==> src/hdl/flux_balance_pkg.sv <==
// Constants, register map and helper functions shared by the flux balance design
package flux_balance_pkg;

    localparam int VOLT_W   = 11;
    localparam int CNT_W    = 12;
    localparam int VS_W     = VOLT_W + CNT_W;
    localparam int ERR_W    = 24;
    localparam int ACC_W    = 28;
    localparam int PROD_W   = 40;
    localparam int CORR_W   = 9;
    localparam int ADDR_W   = 4;
    localparam int DATA_W   = 16;
    localparam int CUR_W    = 8;
    localparam int RUN_W    = 2;

    // Register word indices
    localparam logic [ADDR_W-1:0] REG_MODE     = 4'h0;
    localparam logic [ADDR_W-1:0] REG_MAX      = 4'h1;
    localparam logic [ADDR_W-1:0] REG_COEFF    = 4'h2;
    localparam logic [ADDR_W-1:0] REG_FAULT_TH = 4'h3;
    localparam logic [ADDR_W-1:0] REG_LIGHT    = 4'h4;
    localparam logic [ADDR_W-1:0] REG_STATUS   = 4'h5;
    localparam logic [ADDR_W-1:0] REG_CORR     = 4'h6;

    // Field positions
    localparam int MODE_VOLT_BIT   = 0;
    localparam int MODE_TIME_BIT   = 1;
    localparam int MODE_ZERO_BIT   = 2;
    localparam int COEFF_INTEG_LSB = 8;
    localparam int LIGHT_DIS_LSB   = 8;
    localparam int LIGHT_ENA_LSB   = 12;
    localparam int STAT_FAULT_BIT  = 0;
    localparam int STAT_LIGHT_BIT  = 1;
    localparam int STAT_SRC_LSB    = 2;

    // Reset values
    localparam logic [2:0] MODE_RST     = 3'h4;
    localparam logic [7:0] MAX_RST      = 8'h14;
    localparam logic [5:0] PROP_RST     = 6'h08;
    localparam logic [5:0] INTEG_RST    = 6'h1E;
    localparam logic [7:0] FAULT_TH_RST = 8'hFF;
    localparam logic [5:0] LIGHT_TH_RST = 6'h3F;
    localparam logic [1:0] RUN_RST      = 2'h1;

    // Input-voltage telemetry source codes
    localparam logic [1:0] SRC_FAST = 2'h0;
    localparam logic [1:0] SRC_SLOW = 2'h3;

    localparam int          PROP_SHIFT  = 18;
    localparam int          INTEG_SHIFT = 22;
    localparam logic [3:0]  MANT_BASE   = 4'h8;
    localparam logic [5:0]  LIGHT_OFF   = 6'h3F;
    localparam int          FAULT_SHIFT = 1;

    typedef enum logic [1:0] {BAL_FULL, BAL_TIME, BAL_VOLT} bal_mode_t;
    typedef enum logic {LL_NORMAL, LL_LIGHT} light_state_t;

    function automatic logic [3:0] coeff_mant(input logic [5:0] idx);
        return MANT_BASE + {1'b0, idx[2:0]};
    endfunction

    function automatic logic [2:0] coeff_exp(input logic [5:0] idx);
        return idx[5:3];
    endfunction

endpackage

==> src/hdl/pi_if.sv <==
// Link between the balance controller and its PI compensator
`timescale 1ns/1ps
interface pi_if;
    import flux_balance_pkg::*;
    logic signed [ERR_W-1:0]  err;
    logic                     err_valid;
    logic [5:0]               prop;
    logic [5:0]               integ;
    logic [7:0]               max;
    logic                     light;
    logic                     zero_sel;
    logic signed [CORR_W-1:0] corr;
    logic                     corr_valid;

    modport ctrl (output err, err_valid, prop, integ, max, light, zero_sel,
                  input corr, corr_valid);
    modport pi   (input err, err_valid, prop, integ, max, light, zero_sel,
                  output corr, corr_valid);
endinterface

==> src/hdl/flux_balance_duty_adjust.sv <==
// Flux balance duty correction with register port and telemetry source control
//
// Added by the designer: the plain strobed port and the register addresses.
`timescale 1ns/1ps
// Operation
// - Source select shows code 3 (slow converter) while not switching.
// - Source select shows code 0 (fast rectifier sense) while switching.
// - Correction drives odd and even half-cycle volt-seconds toward equality.
// - Voltage is measured from the rectifier sense input, pulse width from the i_pulse_on input.
// - Odd minus even error feeds a PI compensator giving duty correction.
// - Voltage select 1 balances using measured odd and even voltages only.
// - Voltage select 0 with timing-only 1 balances pulse widths only.
// - Both selects 0 gives full volt-second balance.
// - Correction limited to max setting, LSB 2^-10 of period, up to 24.902 percent.
// - Max setting of zero blocks every balancing adjustment.
// - Proportional gain is (8+bits[2:0]) times 2^(bits[5:3]-18).
// - Integral gain is (8+bits[2:0]) times 2^(bits[5:3]-22).
// - Proportional path scales present error with no memory.
// - Integral path sums the error each cycle, scaled by integral gain.
// - Fault raised when error magnitude exceeds threshold, 2 V-us per step.
// - Light-load threshold 0.5 A per step; index 63 disables the feature.
// - Light-load entry and exit need a run of 1 to 4 samples.
// - At light load, select 0 freezes correction, select 1 forces zero.
module flux_balance_duty_adjust
    import flux_balance_pkg::*;
(
    input  wire logic                     i_mclk,
    input  wire logic                     i_rst,
    input  wire logic [ADDR_W-1:0]        i_addr,
    input  wire logic [DATA_W-1:0]        i_wdata,
    input  wire logic                     i_wr,
    input  wire logic                     i_rd,
    output logic [DATA_W-1:0]             o_rdata,
    input  wire logic                     i_switching,
    input  wire logic                     i_sample_valid,
    input  wire logic [VOLT_W-1:0]        i_rect_voltage,
    input  wire logic                     i_pulse_on,
    input  wire logic                     i_half_end,
    input  wire logic                     i_half_odd,
    input  wire logic                     i_current_valid,
    input  wire logic [CUR_W-1:0]         i_load_current,
    output logic signed [CORR_W-1:0]      o_duty_correction,
    output logic                          o_correction_valid,
    output logic                          o_balance_fault,
    output logic                          o_light_load,
    output logic [1:0]                    o_vin_source_select
);
    logic [2:0]              mode_q, mode_d;
    logic [7:0]              max_q, max_d;
    logic [5:0]              prop_q, prop_d;
    logic [5:0]              integ_q, integ_d;
    logic [7:0]              fth_q, fth_d;
    logic [5:0]              lth_q, lth_d;
    logic [RUN_W-1:0]        dis_q, dis_d;
    logic [RUN_W-1:0]        ena_q, ena_d;
    logic                    sticky_q, sticky_d;
    logic [DATA_W-1:0]       rdata_d;
    logic [1:0]              src_d;

    logic                    meas_valid;
    logic [1:0][VS_W-1:0]    vs;
    logic [1:0][CNT_W-1:0]   width;
    logic [1:0][VOLT_W-1:0]  volt;

    bal_mode_t               mode;
    logic signed [ERR_W-1:0] err_q, err_d;
    logic                    err_valid_q;
    logic [ERR_W-1:0]        err_mag;
    logic                    fault_d;

    light_state_t            ll_q, ll_d;
    logic [RUN_W-1:0]        run_q, run_d;
    logic                    below;

    pi_if bus();

    half_cycle_meter u_meter (
        .i_mclk         (i_mclk),
        .i_rst          (i_rst),
        .i_sample_valid (i_sample_valid),
        .i_volt         (i_rect_voltage),
        .i_pulse_on     (i_pulse_on),
        .i_half_end     (i_half_end),
        .i_half_odd     (i_half_odd),
        .o_meas_valid   (meas_valid),
        .o_vs           (vs),
        .o_width        (width),
        .o_volt         (volt)
    );

    balance_pi u_pi (
        .i_mclk (i_mclk),
        .i_rst  (i_rst),
        .bus    (bus)
    );

    // Register writes and fault sticky bit
    always_comb
    begin
        mode_d   = mode_q;
        max_d    = max_q;
        prop_d   = prop_q;
        integ_d  = integ_q;
        fth_d    = fth_q;
        lth_d    = lth_q;
        dis_d    = dis_q;
        ena_d    = ena_q;
        sticky_d = sticky_q;
        if (i_wr)
        begin
            case (i_addr)
                REG_MODE:     mode_d  = i_wdata[2:0];
                REG_MAX:      max_d   = i_wdata[7:0];
                REG_COEFF:
                begin
                    prop_d  = i_wdata[5:0];
                    integ_d = i_wdata[COEFF_INTEG_LSB +: 6];
                end
                REG_FAULT_TH: fth_d   = i_wdata[7:0];
                REG_LIGHT:
                begin
                    lth_d = i_wdata[5:0];
                    dis_d = i_wdata[LIGHT_DIS_LSB +: RUN_W];
                    ena_d = i_wdata[LIGHT_ENA_LSB +: RUN_W];
                end
                REG_STATUS:
                    if (i_wdata[STAT_FAULT_BIT])
                        sticky_d = 1'b0;
                default: ;
            endcase
        end
        // A fault in the clearing cycle is kept
        if (fault_d)
            sticky_d = 1'b1;
    end

    always_comb
    begin
        rdata_d = '0;
        if (i_rd)
        begin
            case (i_addr)
                REG_MODE:     rdata_d = DATA_W'(mode_q);
                REG_MAX:      rdata_d = DATA_W'(max_q);
                REG_COEFF:    rdata_d = DATA_W'({2'h0, integ_q, 2'h0, prop_q});
                REG_FAULT_TH: rdata_d = DATA_W'(fth_q);
                REG_LIGHT:    rdata_d = DATA_W'({2'h0, ena_q, 2'h0, dis_q, 2'h0, lth_q});
                REG_STATUS:   rdata_d = DATA_W'({o_vin_source_select, o_light_load, sticky_q});
                REG_CORR:     rdata_d = DATA_W'($signed(o_duty_correction));
                default:      rdata_d = '0;
            endcase
        end
    end

    // Error selection by balance mode
    always_comb
    begin
        if (mode_q[MODE_VOLT_BIT])
            mode = BAL_VOLT;
        else if (mode_q[MODE_TIME_BIT])
            mode = BAL_TIME;
        else
            mode = BAL_FULL;
        case (mode)
            BAL_VOLT: err_d = ERR_W'(volt[1]) - ERR_W'(volt[0]);
            BAL_TIME: err_d = ERR_W'(width[1]) - ERR_W'(width[0]);
            BAL_FULL: err_d = ERR_W'(vs[1]) - ERR_W'(vs[0]);
            default:  err_d = '0;
        endcase
        err_mag = err_q[ERR_W-1] ? ERR_W'(-err_q) : ERR_W'(err_q);
        fault_d = err_valid_q && (err_mag > (ERR_W'(fth_q) << FAULT_SHIFT));
    end

    // Light-load detection with run filters
    always_comb
    begin
        ll_d  = ll_q;
        run_d = run_q;
        below = i_load_current < CUR_W'(lth_q);
        if (lth_q == LIGHT_OFF)
        begin
            ll_d  = LL_NORMAL;
            run_d = '0;
        end
        else if (i_current_valid)
        begin
            case (ll_q)
                LL_NORMAL:
                    if (!below)
                        run_d = '0;
                    else if (run_q == dis_q)
                    begin
                        ll_d  = LL_LIGHT;
                        run_d = '0;
                    end
                    else
                        run_d = run_q + RUN_W'(1);
                LL_LIGHT:
                    if (below)
                        run_d = '0;
                    else if (run_q == ena_q)
                    begin
                        ll_d  = LL_NORMAL;
                        run_d = '0;
                    end
                    else
                        run_d = run_q + RUN_W'(1);
                default:
                begin
                    ll_d  = LL_NORMAL;
                    run_d = '0;
                end
            endcase
        end
        src_d = i_switching ? SRC_FAST : SRC_SLOW;
    end

    always_ff @(posedge i_mclk)
    begin
        if (i_rst)
        begin
            mode_q              <= MODE_RST;
            max_q               <= MAX_RST;
            prop_q              <= PROP_RST;
            integ_q             <= INTEG_RST;
            fth_q               <= FAULT_TH_RST;
            lth_q               <= LIGHT_TH_RST;
            dis_q               <= RUN_RST;
            ena_q               <= RUN_RST;
            sticky_q            <= 1'b0;
            o_rdata             <= '0;
            err_q               <= '0;
            err_valid_q         <= 1'b0;
            o_balance_fault     <= 1'b0;
            ll_q                <= LL_NORMAL;
            run_q               <= '0;
            o_light_load        <= 1'b0;
            o_vin_source_select <= SRC_SLOW;
            o_duty_correction   <= '0;
            o_correction_valid  <= 1'b0;
        end
        else
        begin
            mode_q              <= mode_d;
            max_q               <= max_d;
            prop_q              <= prop_d;
            integ_q             <= integ_d;
            fth_q               <= fth_d;
            lth_q               <= lth_d;
            dis_q               <= dis_d;
            ena_q               <= ena_d;
            sticky_q            <= sticky_d;
            o_rdata             <= rdata_d;
            err_q               <= meas_valid ? err_d : err_q;
            err_valid_q         <= meas_valid;
            o_balance_fault     <= err_valid_q ? fault_d : o_balance_fault;
            ll_q                <= ll_d;
            run_q               <= run_d;
            o_light_load        <= (ll_d == LL_LIGHT);
            o_vin_source_select <= src_d;
            o_duty_correction   <= bus.corr;
            o_correction_valid  <= bus.corr_valid;
        end
    end

    assign bus.err       = err_q;
    assign bus.err_valid = err_valid_q;
    assign bus.prop      = prop_q;
    assign bus.integ     = integ_q;
    assign bus.max       = max_q;
    assign bus.light     = (ll_q == LL_LIGHT);
    assign bus.zero_sel  = mode_q[MODE_ZERO_BIT];
endmodule

==> src/hdl/half_cycle_meter.sv <==
// Per half-cycle pulse width, volt-second and plateau voltage measurement
`timescale 1ns/1ps
module half_cycle_meter
    import flux_balance_pkg::*;
(
    input  wire logic                      i_mclk,
    input  wire logic                      i_rst,
    input  wire logic                      i_sample_valid,
    input  wire logic [VOLT_W-1:0]         i_volt,
    input  wire logic                      i_pulse_on,
    input  wire logic                      i_half_end,
    input  wire logic                      i_half_odd,
    output logic                           o_meas_valid,
    output logic [1:0][VS_W-1:0]           o_vs,
    output logic [1:0][CNT_W-1:0]          o_width,
    output logic [1:0][VOLT_W-1:0]         o_volt
);
    logic [VS_W-1:0]   vs_q,   vs_d;
    logic [CNT_W-1:0]  w_q,    w_d;
    logic [VOLT_W-1:0] v_q,    v_d;
    logic [VS_W-1:0]   vs_nx;
    logic [CNT_W-1:0]  w_nx;
    logic [VOLT_W-1:0] v_nx;
    logic              valid_d;

    always_comb
    begin
        vs_nx = vs_q;
        w_nx  = w_q;
        v_nx  = v_q;
        if (i_sample_valid && i_pulse_on)
        begin
            vs_nx = vs_q + VS_W'(i_volt);
            w_nx  = w_q + CNT_W'(1);
            v_nx  = i_volt;
        end
        vs_d    = i_half_end ? '0 : vs_nx;
        w_d     = i_half_end ? '0 : w_nx;
        v_d     = i_half_end ? '0 : v_nx;
        valid_d = i_half_end && !i_half_odd;
    end

    always_ff @(posedge i_mclk)
    begin
        if (i_rst)
        begin
            vs_q         <= '0;
            w_q          <= '0;
            v_q          <= '0;
            o_meas_valid <= 1'b0;
        end
        else
        begin
            vs_q         <= vs_d;
            w_q          <= w_d;
            v_q          <= v_d;
            o_meas_valid <= valid_d;
        end
    end

    // Slot 1 holds the odd half, slot 0 the even half
    for (genvar g = 0; g < 2; g++)
    begin : g_slot
        logic take;
        assign take = i_half_end && (i_half_odd == (g == 1));
        always_ff @(posedge i_mclk)
        begin
            if (i_rst)
            begin
                o_vs[g]    <= '0;
                o_width[g] <= '0;
                o_volt[g]  <= '0;
            end
            else if (take)
            begin
                o_vs[g]    <= vs_nx;
                o_width[g] <= w_nx;
                o_volt[g]  <= v_nx;
            end
        end
    end
endmodule

==> src/hdl/balance_pi.sv <==
// PI compensator with symmetric limit and integrator hold
`timescale 1ns/1ps
module balance_pi
    import flux_balance_pkg::*;
(
    input  wire logic i_mclk,
    input  wire logic i_rst,
    pi_if.pi          bus
);
    logic signed [ACC_W-1:0]  acc_q, acc_d, acc_nx;
    logic signed [CORR_W-1:0] corr_q, corr_d;
    logic                     valid_q, valid_d;
    logic                     sat_hi_q, sat_hi_d, sat_lo_q, sat_lo_d;
    logic signed [PROD_W-1:0] sum, limit;
    logic                     hold;

    function automatic logic signed [PROD_W-1:0] apply_gain(
        input logic signed [ACC_W-1:0] v,
        input logic [5:0]              idx,
        input int                      sh);
        logic signed [PROD_W-1:0] prod;
        prod = PROD_W'(v) * $signed({1'b0, coeff_mant(idx)});
        prod = prod <<< coeff_exp(idx);
        return prod >>> sh;
    endfunction

    always_comb
    begin
        limit  = $signed({{(PROD_W-8){1'b0}}, bus.max});
        // Stop integrating further into a limit already hit
        hold   = (sat_hi_q && bus.err > 0) || (sat_lo_q && bus.err < 0);
        acc_nx = hold ? acc_q : acc_q + ACC_W'(bus.err);
        sum    = apply_gain(ACC_W'(bus.err), bus.prop, PROP_SHIFT)
               + apply_gain(acc_nx, bus.integ, INTEG_SHIFT);
        acc_d    = acc_q;
        corr_d   = corr_q;
        valid_d  = 1'b0;
        sat_hi_d = sat_hi_q;
        sat_lo_d = sat_lo_q;
        if (bus.light && bus.zero_sel)
            corr_d = '0;
        if (bus.err_valid)
        begin
            valid_d = 1'b1;
            if (bus.light)
            begin
                // Freeze keeps corr_q, zero select already cleared it
            end
            else if (bus.max == '0)
            begin
                corr_d   = '0;
                sat_hi_d = 1'b0;
                sat_lo_d = 1'b0;
            end
            else
            begin
                acc_d    = acc_nx;
                sat_hi_d = sum > limit;
                sat_lo_d = sum < -limit;
                if (sum > limit)
                    corr_d = CORR_W'(limit);
                else if (sum < -limit)
                    corr_d = CORR_W'(-limit);
                else
                    corr_d = CORR_W'(sum);
            end
        end
    end

    always_ff @(posedge i_mclk)
    begin
        if (i_rst)
        begin
            acc_q    <= '0;
            corr_q   <= '0;
            valid_q  <= 1'b0;
            sat_hi_q <= 1'b0;
            sat_lo_q <= 1'b0;
        end
        else
        begin
            acc_q    <= acc_d;
            corr_q   <= corr_d;
            valid_q  <= valid_d;
            sat_hi_q <= sat_hi_d;
            sat_lo_q <= sat_lo_d;
        end
    end

    assign bus.corr       = corr_q;
    assign bus.corr_valid = valid_q;
endmodule

==> config.mk <==
export PLATFORM = sky130hd
export DESIGN_NAME = flux_balance_duty_adjust
export DESIGN_NICKNAME = d
export VERILOG_FILES = /design/src/hdl/flux_balance_pkg.sv /design/src/hdl/pi_if.sv /design/src/hdl/flux_balance_duty_adjust.sv /design/src/hdl/half_cycle_meter.sv /design/src/hdl/balance_pi.sv
export SDC_FILE = /design/constraint.sdc
export NUM_CORES = 1
export LEC_CHECK = 0
export BUFFER_PORTS_ARGS = -buffer_cell sky130_fd_sc_hd__buf_2
export CELL_PAD_IN_SITES_DETAIL_PLACEMENT = 0
export CELL_PAD_IN_SITES_GLOBAL_PLACEMENT = 1
export CORE_UTILIZATION = 53
export CTS_CLUSTER_SIZE = 28
export DETAILED_ROUTE_END_ITERATION = 10
export HOLD_SLACK_MARGIN = 0.12
export MAX_ROUTING_LAYER = met4
export PLACE_DENSITY_LB_ADDON = 0.08
export REMOVE_ABC_BUFFERS = 1
export SLEW_MARGIN = 20
export SYNTH_ARGS = -nofsm -noshare
export SYNTH_HDL_FRONTEND = slang
export SYNTH_SLANG_ARGS = --single-unit
==> constraint.sdc <==
create_clock -name i_mclk -period 16.68 [get_ports i_mclk]
set_input_delay 0.834 -clock i_mclk [delete_from_list [all_inputs] [get_ports i_mclk]]
set_output_delay 0.834 -clock i_mclk [all_outputs]
set_load 0.005 [all_outputs]
==> qor.yml, run 1 <==
yosys:
  synth.distinct_cells: 103
  syn_avg_cell_area_um2: 8.10
  synthArstFlopShare_pct: 0
  ys_ff_latch: 276
  netlist_area_um2: 25300
  ys.flop_type: "dfxtp_1"
  synth_edf_count: 0
  yosysWarnings: 0
  yosysSeqAreaShare_pct: 21.8
  synth_cells: 3123
global_routing:
  gr-total-overflow: 0
  track_usage_pct: 29.1
  grt_max_degree: 95
  grt_pass1_vias: 21200
  grt_pass1_wl_mm: 110
  antenna_found_initial: 4
finish:
  layout.nets: 3545
  drive_gt1_share_pct: 7.72
  fin_util_pct: 58.2
  seqCellArea_um2: 5530
  multi_input_area_um2: 17900
  syn2layout_area_growth_pct: 7.75
  n_fill_cell: 4352
drt:
  ant_nets: 0
  first_iter_violations: 1565
  dr.pass1.iters: 5
  routedWlPerCell_um: 17.9
  vias: 21900
  drc: 0
  routed_wl_mm: 67.2
  post_drt_via_cell_ratio: 5.83
sta:
  rsz0062_at_grt: "no"
  finalCriticalPeriod_ns: 12.39
  relSlewSlack_pct: 26.5
  finalMaxSlewViolations: 0
  hold_viol: 0
  tns_ns: 0
  worst_pin_slew_ns: 1.09
  period_share_pct: 74.3
  setup_viol: 0
  skew_ns: 0.0180
  max_freq_mhz: 80.7
pwr:
  power_density_nw_per_um2: 117
  vdd_drop_max_v: 0.0000813
  p_leak_uw: 0.0126
setup_path:
  max_stage_delay_ns: 0.77
  cp-end-kind: "flop"
  slowest_stage: "o31ai_1"
  critical_path_arrival_ns: 12.83
  startpoint_type: "flop"
  reg2reg_slack_ns: 4.29
  critical_path.max_fanout: 11
  crit_top_cell: "a21oi_1"
  crit_required_ns: 17.11
  critical_path_class: "reg -> reg"
clock_tree:
  hold_buffers: 0
  numCtsBuffers: 34
  postCtsSetupRepairBufs: 0
  cts_root_buf: "clkbuf_16"
  h-tree-depth: 2
  cts.sinks: 276
  cts_tree: "done"
  cts_resized: 0
  path_clk_slew_ns: 0.06
  clk_path_buf_depth: 3
  insertion_delay_ns: 0.55
outcome:
  status: "complete, no violations"
die:
  pin_count: 79
  core_area_um2: 46900
  die_y_um: 221
  die_w_um: 221
  initial_core_util_pct: 54.0
  die_area_um2: 48600
  rows: 79
placement:
  place_congestion: 0.887
  hpwl_mm: 52.2
  port_buffers: 76
flow_run:
  cap_violations: 0
min_path:
  min_path_type: "reg -> reg"
==> cell type report <==
cell class / instances / area share [%]
Sequential cell: 276 / 20.3
Timing Repair Buffer: 109 / 2.33
Clock inverter: 20 / 0.908
Tap cell: 607 / 2.79
Multi-Input combinational cell: 2353 / 65.6
Inverter: 348 / 4.79
Clock buffer: 40 / 3.35
Antenna cell: 2 / 0.0184
==> routing by layer <==
| layer | routed length [um] | GRT usage, % |
|---|---|---|
| met5 | 0 | - |
| met2 | 29500 | 44.6 |
| met4 | 1390 | 6.83 |
| met1 | 32500 | 40.0 |
| met3 | 3780 | 4.91 |
==> metrics by stage <==
step                total power (uW)  cell area, um^2  setup WS [ns]  hold slack, ns  instances
global placement                2370            26100           4.65           0.435       3693
CTS                             3200            27300           4.31           0.438       3753
global route                    3450            27300           3.49           0.467       3754
floorplan                       2020            24700           5.25           0.414       2977
finish                          3180            27300           4.29           0.452       3755
detailed placement              2410            26100           4.40           0.445       3693
==> synth_stat cells (all sizes together) (26+ instances only) <==
library cell  number  area (um^2)
a21oi            172          865
nor3              47          240
a211o             28          245
o211ai            26          200
o21ai            114          589
nand2b            28          175
nor2b             77          482
buf               29          188
nor2             322         1210
and2              83          524
nand3             58          290
fa               110         2200
inv              347         1300
and3              37          233
a211oi           136         1030
o21a              26          204
nand2            220          826
xnor2             92          806
mux2i             83          831
dfxtp            276         5530
clkbuf           117          448
ha               264         3300
xor2              43          384
a21o              53          398
==> cells by family after synthesis <==
logic type / count (synthesis) / synth area share [%]
buf+inv: 494 / 7.67
xor+xnor: 135 / 4.70
flops: 276 / 21.8
simple gates: 974 / 18.7
mux: 104 / 4.41
fa+ha+maj: 375 / 21.8
compound gates: 765 / 20.9
==> where the power goes <==
part | internal, uW | total [uW] | switching [uW]
Sequential | 687 | 723 | 35.7
Combinational | 699 | 1680 | 984
Clock | 460 | 773 | 312
==> sequential cells by signal (all words and copies together) (netlist names), 9 cells and up <==
| name | flops |
|---|---|
| u_meter.w_q | 12 |
| bus.err | 24 |
| u_pi.acc_q | 28 |
| u_meter.v_q | 11 |
| o_rdata | 15 |
| u_meter.o_volt | 22 |
| u_meter.o_width | 24 |
| u_meter.vs_q | 23 |
| u_meter.o_vs | 46 |
| o_duty_correction | 9 |
| u_pi.bus.corr | 9 |
==> placed cells by master, fill, tap and decap left out, types with 13 or more instances in the layout <==
| cell type | netlist | final |
|---|---|---|
| a211o_1 | 28 | 28 |
| a211oi_1 | 135 | 135 |
| a21boi_0 | 15 | 15 |
| a21o_1 | 53 | 53 |
| a21oi_1 | 171 | 171 |
| a22oi_1 | 21 | 21 |
| a31oi_1 | 25 | 25 |
| and2_1 | 79 | 78 |
| and3_1 | 36 | 36 |
| buf_2 | 6 | 75 |
| buf_4 | 5 | 33 |
| clkbuf_16 | 0 | 34 |
| dfxtp_1 | 276 | 275 |
| fa_1 | 110 | 110 |
| ha_1 | 264 | 264 |
| inv_1 | 347 | 347 |
| mux2_2 | 16 | 16 |
| mux2i_1 | 83 | 83 |
| nand2_1 | 220 | 220 |
| nand2b_1 | 28 | 28 |
| nand3_1 | 58 | 58 |
| nand4_1 | 25 | 25 |
| nor2_1 | 322 | 320 |
| nor2b_1 | 77 | 76 |
| nor3_1 | 46 | 44 |
| nor4_1 | 15 | 15 |
| o211ai_1 | 25 | 25 |
| o21a_1 | 24 | 24 |
| o21ai_0 | 110 | 110 |
| o21bai_1 | 23 | 23 |
| o31ai_1 | 14 | 14 |
| or3_1 | 13 | 13 |
| xnor2_1 | 92 | 92 |
| xor2_1 | 42 | 42 |
==> critical path: cells and delay by family (launching register included) <==
family / cells / cell delay, ns
XOR/XNOR: 2 / 0.27
flip-flops: 1 / 0.30
buffers and inverters: 4 / 0.52
AND/OR/NAND/NOR: 3 / 0.43
multiplexers: 4 / 1.19
adder cells (fa/ha/maj): 10 / 3.73
AO/OA/AOI/OAI: 22 / 5.82
==> worst paths after layout <==
kind	cells after the start	startpoint	end
worst max-delay path	45	bus.err[0]$_SDFFE_PP0P_	u_pi.bus.corr[2]$_SDFF_PP0_
worst min-delay path	1	u_pi.bus.corr_valid$_SDFF_PP0_	o_correction_valid$_SDFF_PP0_
worst max register to register	45	bus.err[0]$_SDFFE_PP0P_	u_pi.bus.corr[2]$_SDFF_PP0_
worst min register to register	1	u_pi.bus.corr_valid$_SDFF_PP0_	o_correction_valid$_SDFF_PP0_
Power figures use the tool's default switching activity.
==> inputs of run 2 (changes only) <==
Settings changed: CORE_UTILIZATION 53 to 44.
Clock period 16.68 ns to 10.75 ns, I/O delays scaled along.
==> run 2 against run 1 <==
Net effect:
- sequential power up 52%
- global-route usage fell by 3.4 points
- power up 77%
- critical path depth grew 8
- first-iteration DRC count decreased by 27%
- routed wire length up 8.9%
- worst hold slack worse by 0.29 ns
- sequential share of layout area decreased by 1.3 points
- largest power group unchanged
==> qor.yml, run 2 (synthesis gave the netlist of run 1 again) <==
global_routing:
  grt_pass1_wl_mm: 118  # +7.9%
  gr-total-overflow: 0  # unchanged
  grt_pass1_vias: 22300  # +5.2%
  antenna_found_initial: 2  # -2
  track_usage_pct: 25.8  # -3.4 points
  grt_max_degree: 94  # -1.1%
die:
  die_y_um: 242  # +9.7%
  die_area_um2: 58500  # +20%
  core_area_um2: 56600  # +21%
  initial_core_util_pct: 44.7  # -9.3 points
  pin_count: 79  # unchanged
  rows: 87  # +10%
  die_w_um: 242  # +9.7%
min_path:
  min_from: "i_switching"
  hold_depth: 2  # +1
  min_to: "o_vin_source_select[0]$_SDFF_PP1_"
  min_path_type: "in -> reg"
clock_tree:
  clk_path_buf_depth: 3  # unchanged
  cts_root_buf: "clkbuf_16"
  insertion_delay_ns: 0.57  # +0.02 ns
  path_clk_slew_ns: 0.06  # about the same
  numCtsBuffers: 35  # +2.9%
  h-tree-depth: 2  # unchanged
  cts.sinks: 276  # unchanged
  cts_tree: "done"
finish:
  biggestRegsByFlops: "u_meter.o_vs x46, u_pi.acc_q x28"
  layout_commonest_cell: "inv_1"
  fin_cells: 4053  # +7.9%
  final_cell_mix: "346 x inv_1, 316 x nor2_1, 272 x dfxtp_1"
  largest_register: "u_meter.o_vs"
  n_antenna_cell: 0  # -2
  largest_register_ff_count: 46  # unchanged
  drive_gt1_share_pct: 14.4  # +6.7 points
  layout.nets: 3695  # +4.2%
  syn2layout_area_growth_pct: 15.1
  n_fill_cell: 5508  # +27%
placement:
  place_congestion: 0.892  # +0.54%
  port_buffers: 76  # unchanged
  dp_cells: 3983  # +7.9%
  hpwl_mm: 57.6  # +10%
flow_run:
  cap_violations: 0  # unchanged
sta:
  finalMaxSlewViolations: 0  # unchanged
  finalCriticalPeriod_ns: 10.22  # -2.17 ns
  max_freq_mhz: 97.9  # +21%
  holdWs_ns: 0.158  # -0.294 ns
  setup_viol: 0  # unchanged
  period_share_pct: 95.1  # +21 points
  worst_pin_slew_ns: 1.05  # -0.0440 ns
  skew_ns: 0.0232  # +0.00518 ns
  relSlewSlack_pct: 30.0  # +3.5 points
  hold_viol: 0  # unchanged
pwr:
  vdd_drop_max_v: 0.000139  # +71%
  power_density_nw_per_um2: 193  # +66%
  p_leak_uw: 0.0134  # +6.7%
  p_total_uw: 5640  # +77%
setup_path:
  reg2reg_slack_ns: 0.53  # -3.76 ns
  slowest_stage: "fa_1"
  reg2reg_to: "u_pi.bus.corr[4]$_SDFF_PP0_"
  crit_required_ns: 11.19  # -5.92 ns
  critical_path_arrival_ns: 10.66  # -2.17 ns
  crit_buf_inv: 10  # +6
  max_stage_delay_ns: 0.54  # -0.23 ns
  crit_family: "compound AO/OA/AOI/OAI gates"
  r2r_cells: 53  # +18%
  crit_top_cell: "buf_4"
  critical_path_class: "reg -> reg"
  critical_path.max_fanout: 11  # unchanged
  r2r_start: "bus.err[0]$_SDFFE_PP0P_"
  startpoint_type: "flop"
  cp-end-kind: "flop"
drt:
  vias: 22300  # +2.0%
  routedWlPerCell_um: 18.1  # +0.87%
  routed_wl_mm: 73.2  # +8.9%
  dr.pass1.iters: 5  # unchanged
  first_iter_violations: 1140  # -27%
  drc: 0  # unchanged
  post_drt_via_cell_ratio: 5.51  # -5.5%
  ant_nets: 0  # unchanged
outcome:
  status: "complete, no violations"
[run 2: changes by cell type in the layout (fill, tap and decap cells not counted), sizes merged]
cell	previous run	this run
buf	109	258
clkbuf	40	46
clkinv	11	6
clkinvlp	1	2
diode	2	0
[run 2: metrics by stage]
stage | instance area (um^2) | setup TNS, ns | utilization (%) | setup slack (ns)
3_3_place_gp | 27400 | -0.0473 | 48.4 | -0.0243
2_1_floorplan | 24700 | -5.95 | - | -0.680
5_1_grt | 29100 | -0.108 | 51.5 | -0.0577
3_5_place_dp | 27400 | -1.34 | 48.4 | -0.215
4_1_cts | 28700 | 0 | 50.6 | 0.0244
6_report | 29100 | 0 | 51.5 | 0.531
[run 2: per-layer routing]
layer | wire, um | GRT usage [%] | vias up
met2 | 33300 | 40.9 | 304
met1 | 36000 | 35.2 | 10800
met4 | 1570 | 6.25 | 0
li1 | - | - | 11200
met5 | 0 | - | -
met3 | 2320 | 2.39 | 92
[run 2: report_power, final]
group	internal [uW]	total [uW]	switching (uW)
sequential	1070	1100	38.4
combinational	1500	3270	1760
clock	761	1270	506
total	3330	5640	2310
[run 2: how the worst max path moves through the flow]
| stage | startpoint | to | depth (start not counted) |
|---|---|---|---|
| finish | bus.err[0]$_SDFFE_PP0P_ | u_pi.bus.corr[4]$_SDFF_PP0_ | 53 |
| global route | bus.err[0]$_SDFFE_PP0P_ | u_pi.bus.corr[4]$_SDFF_PP0_ | 53 |
| floorplan | bus.err[23]$_SDFFE_PP0P_ | u_pi.bus.corr[1]$_SDFF_PP0_ | 38 |
| global placement | bus.err[1]$_SDFFE_PP0P_ | u_pi.bus.corr[4]$_SDFF_PP0_ | 50 |
| CTS | bus.err[0]$_SDFFE_PP0P_ | u_pi.bus.corr[4]$_SDFF_PP0_ | 52 |
| detailed placement | bus.err[1]$_SDFFE_PP0P_ | u_pi.bus.corr[4]$_SDFF_PP0_ | 47 |
[run 2: what timing repair did]
action	in CTS	in global routing
hold buffers	0	0
setup endpoints to repair	8	10
pin swaps	3	43
setup buffers	0	8
gates resized for setup	10	92
[run 2: area by class of cell]
| cell class | instances | area (um^2) | area share, % |
|---|---|---|---|
| clock buffer | 46 | 997 | 3.42 |
| clock inverter | 16 | 234 | 0.803 |
| inverter | 348 | 1310 | 4.48 |
| multi-input combinational | 2353 | 18400 | 63.0 |
| sequential | 276 | 5530 | 19.0 |
| tap | 756 | 946 | 3.25 |
| timing repair buffer | 258 | 1770 | 6.06 |
[run 2: worst reg2reg max path: cells and delay by family, from the launching register on]
kind | cells | cell delay, ns
compound gates | 22 | 3.48
buf+inv | 10 | 1.25
fa+ha+maj | 8 | 2.87
flops | 1 | 0.34
xor+xnor | 3 | 0.53
mux | 6 | 0.98
simple gates | 4 | 0.63
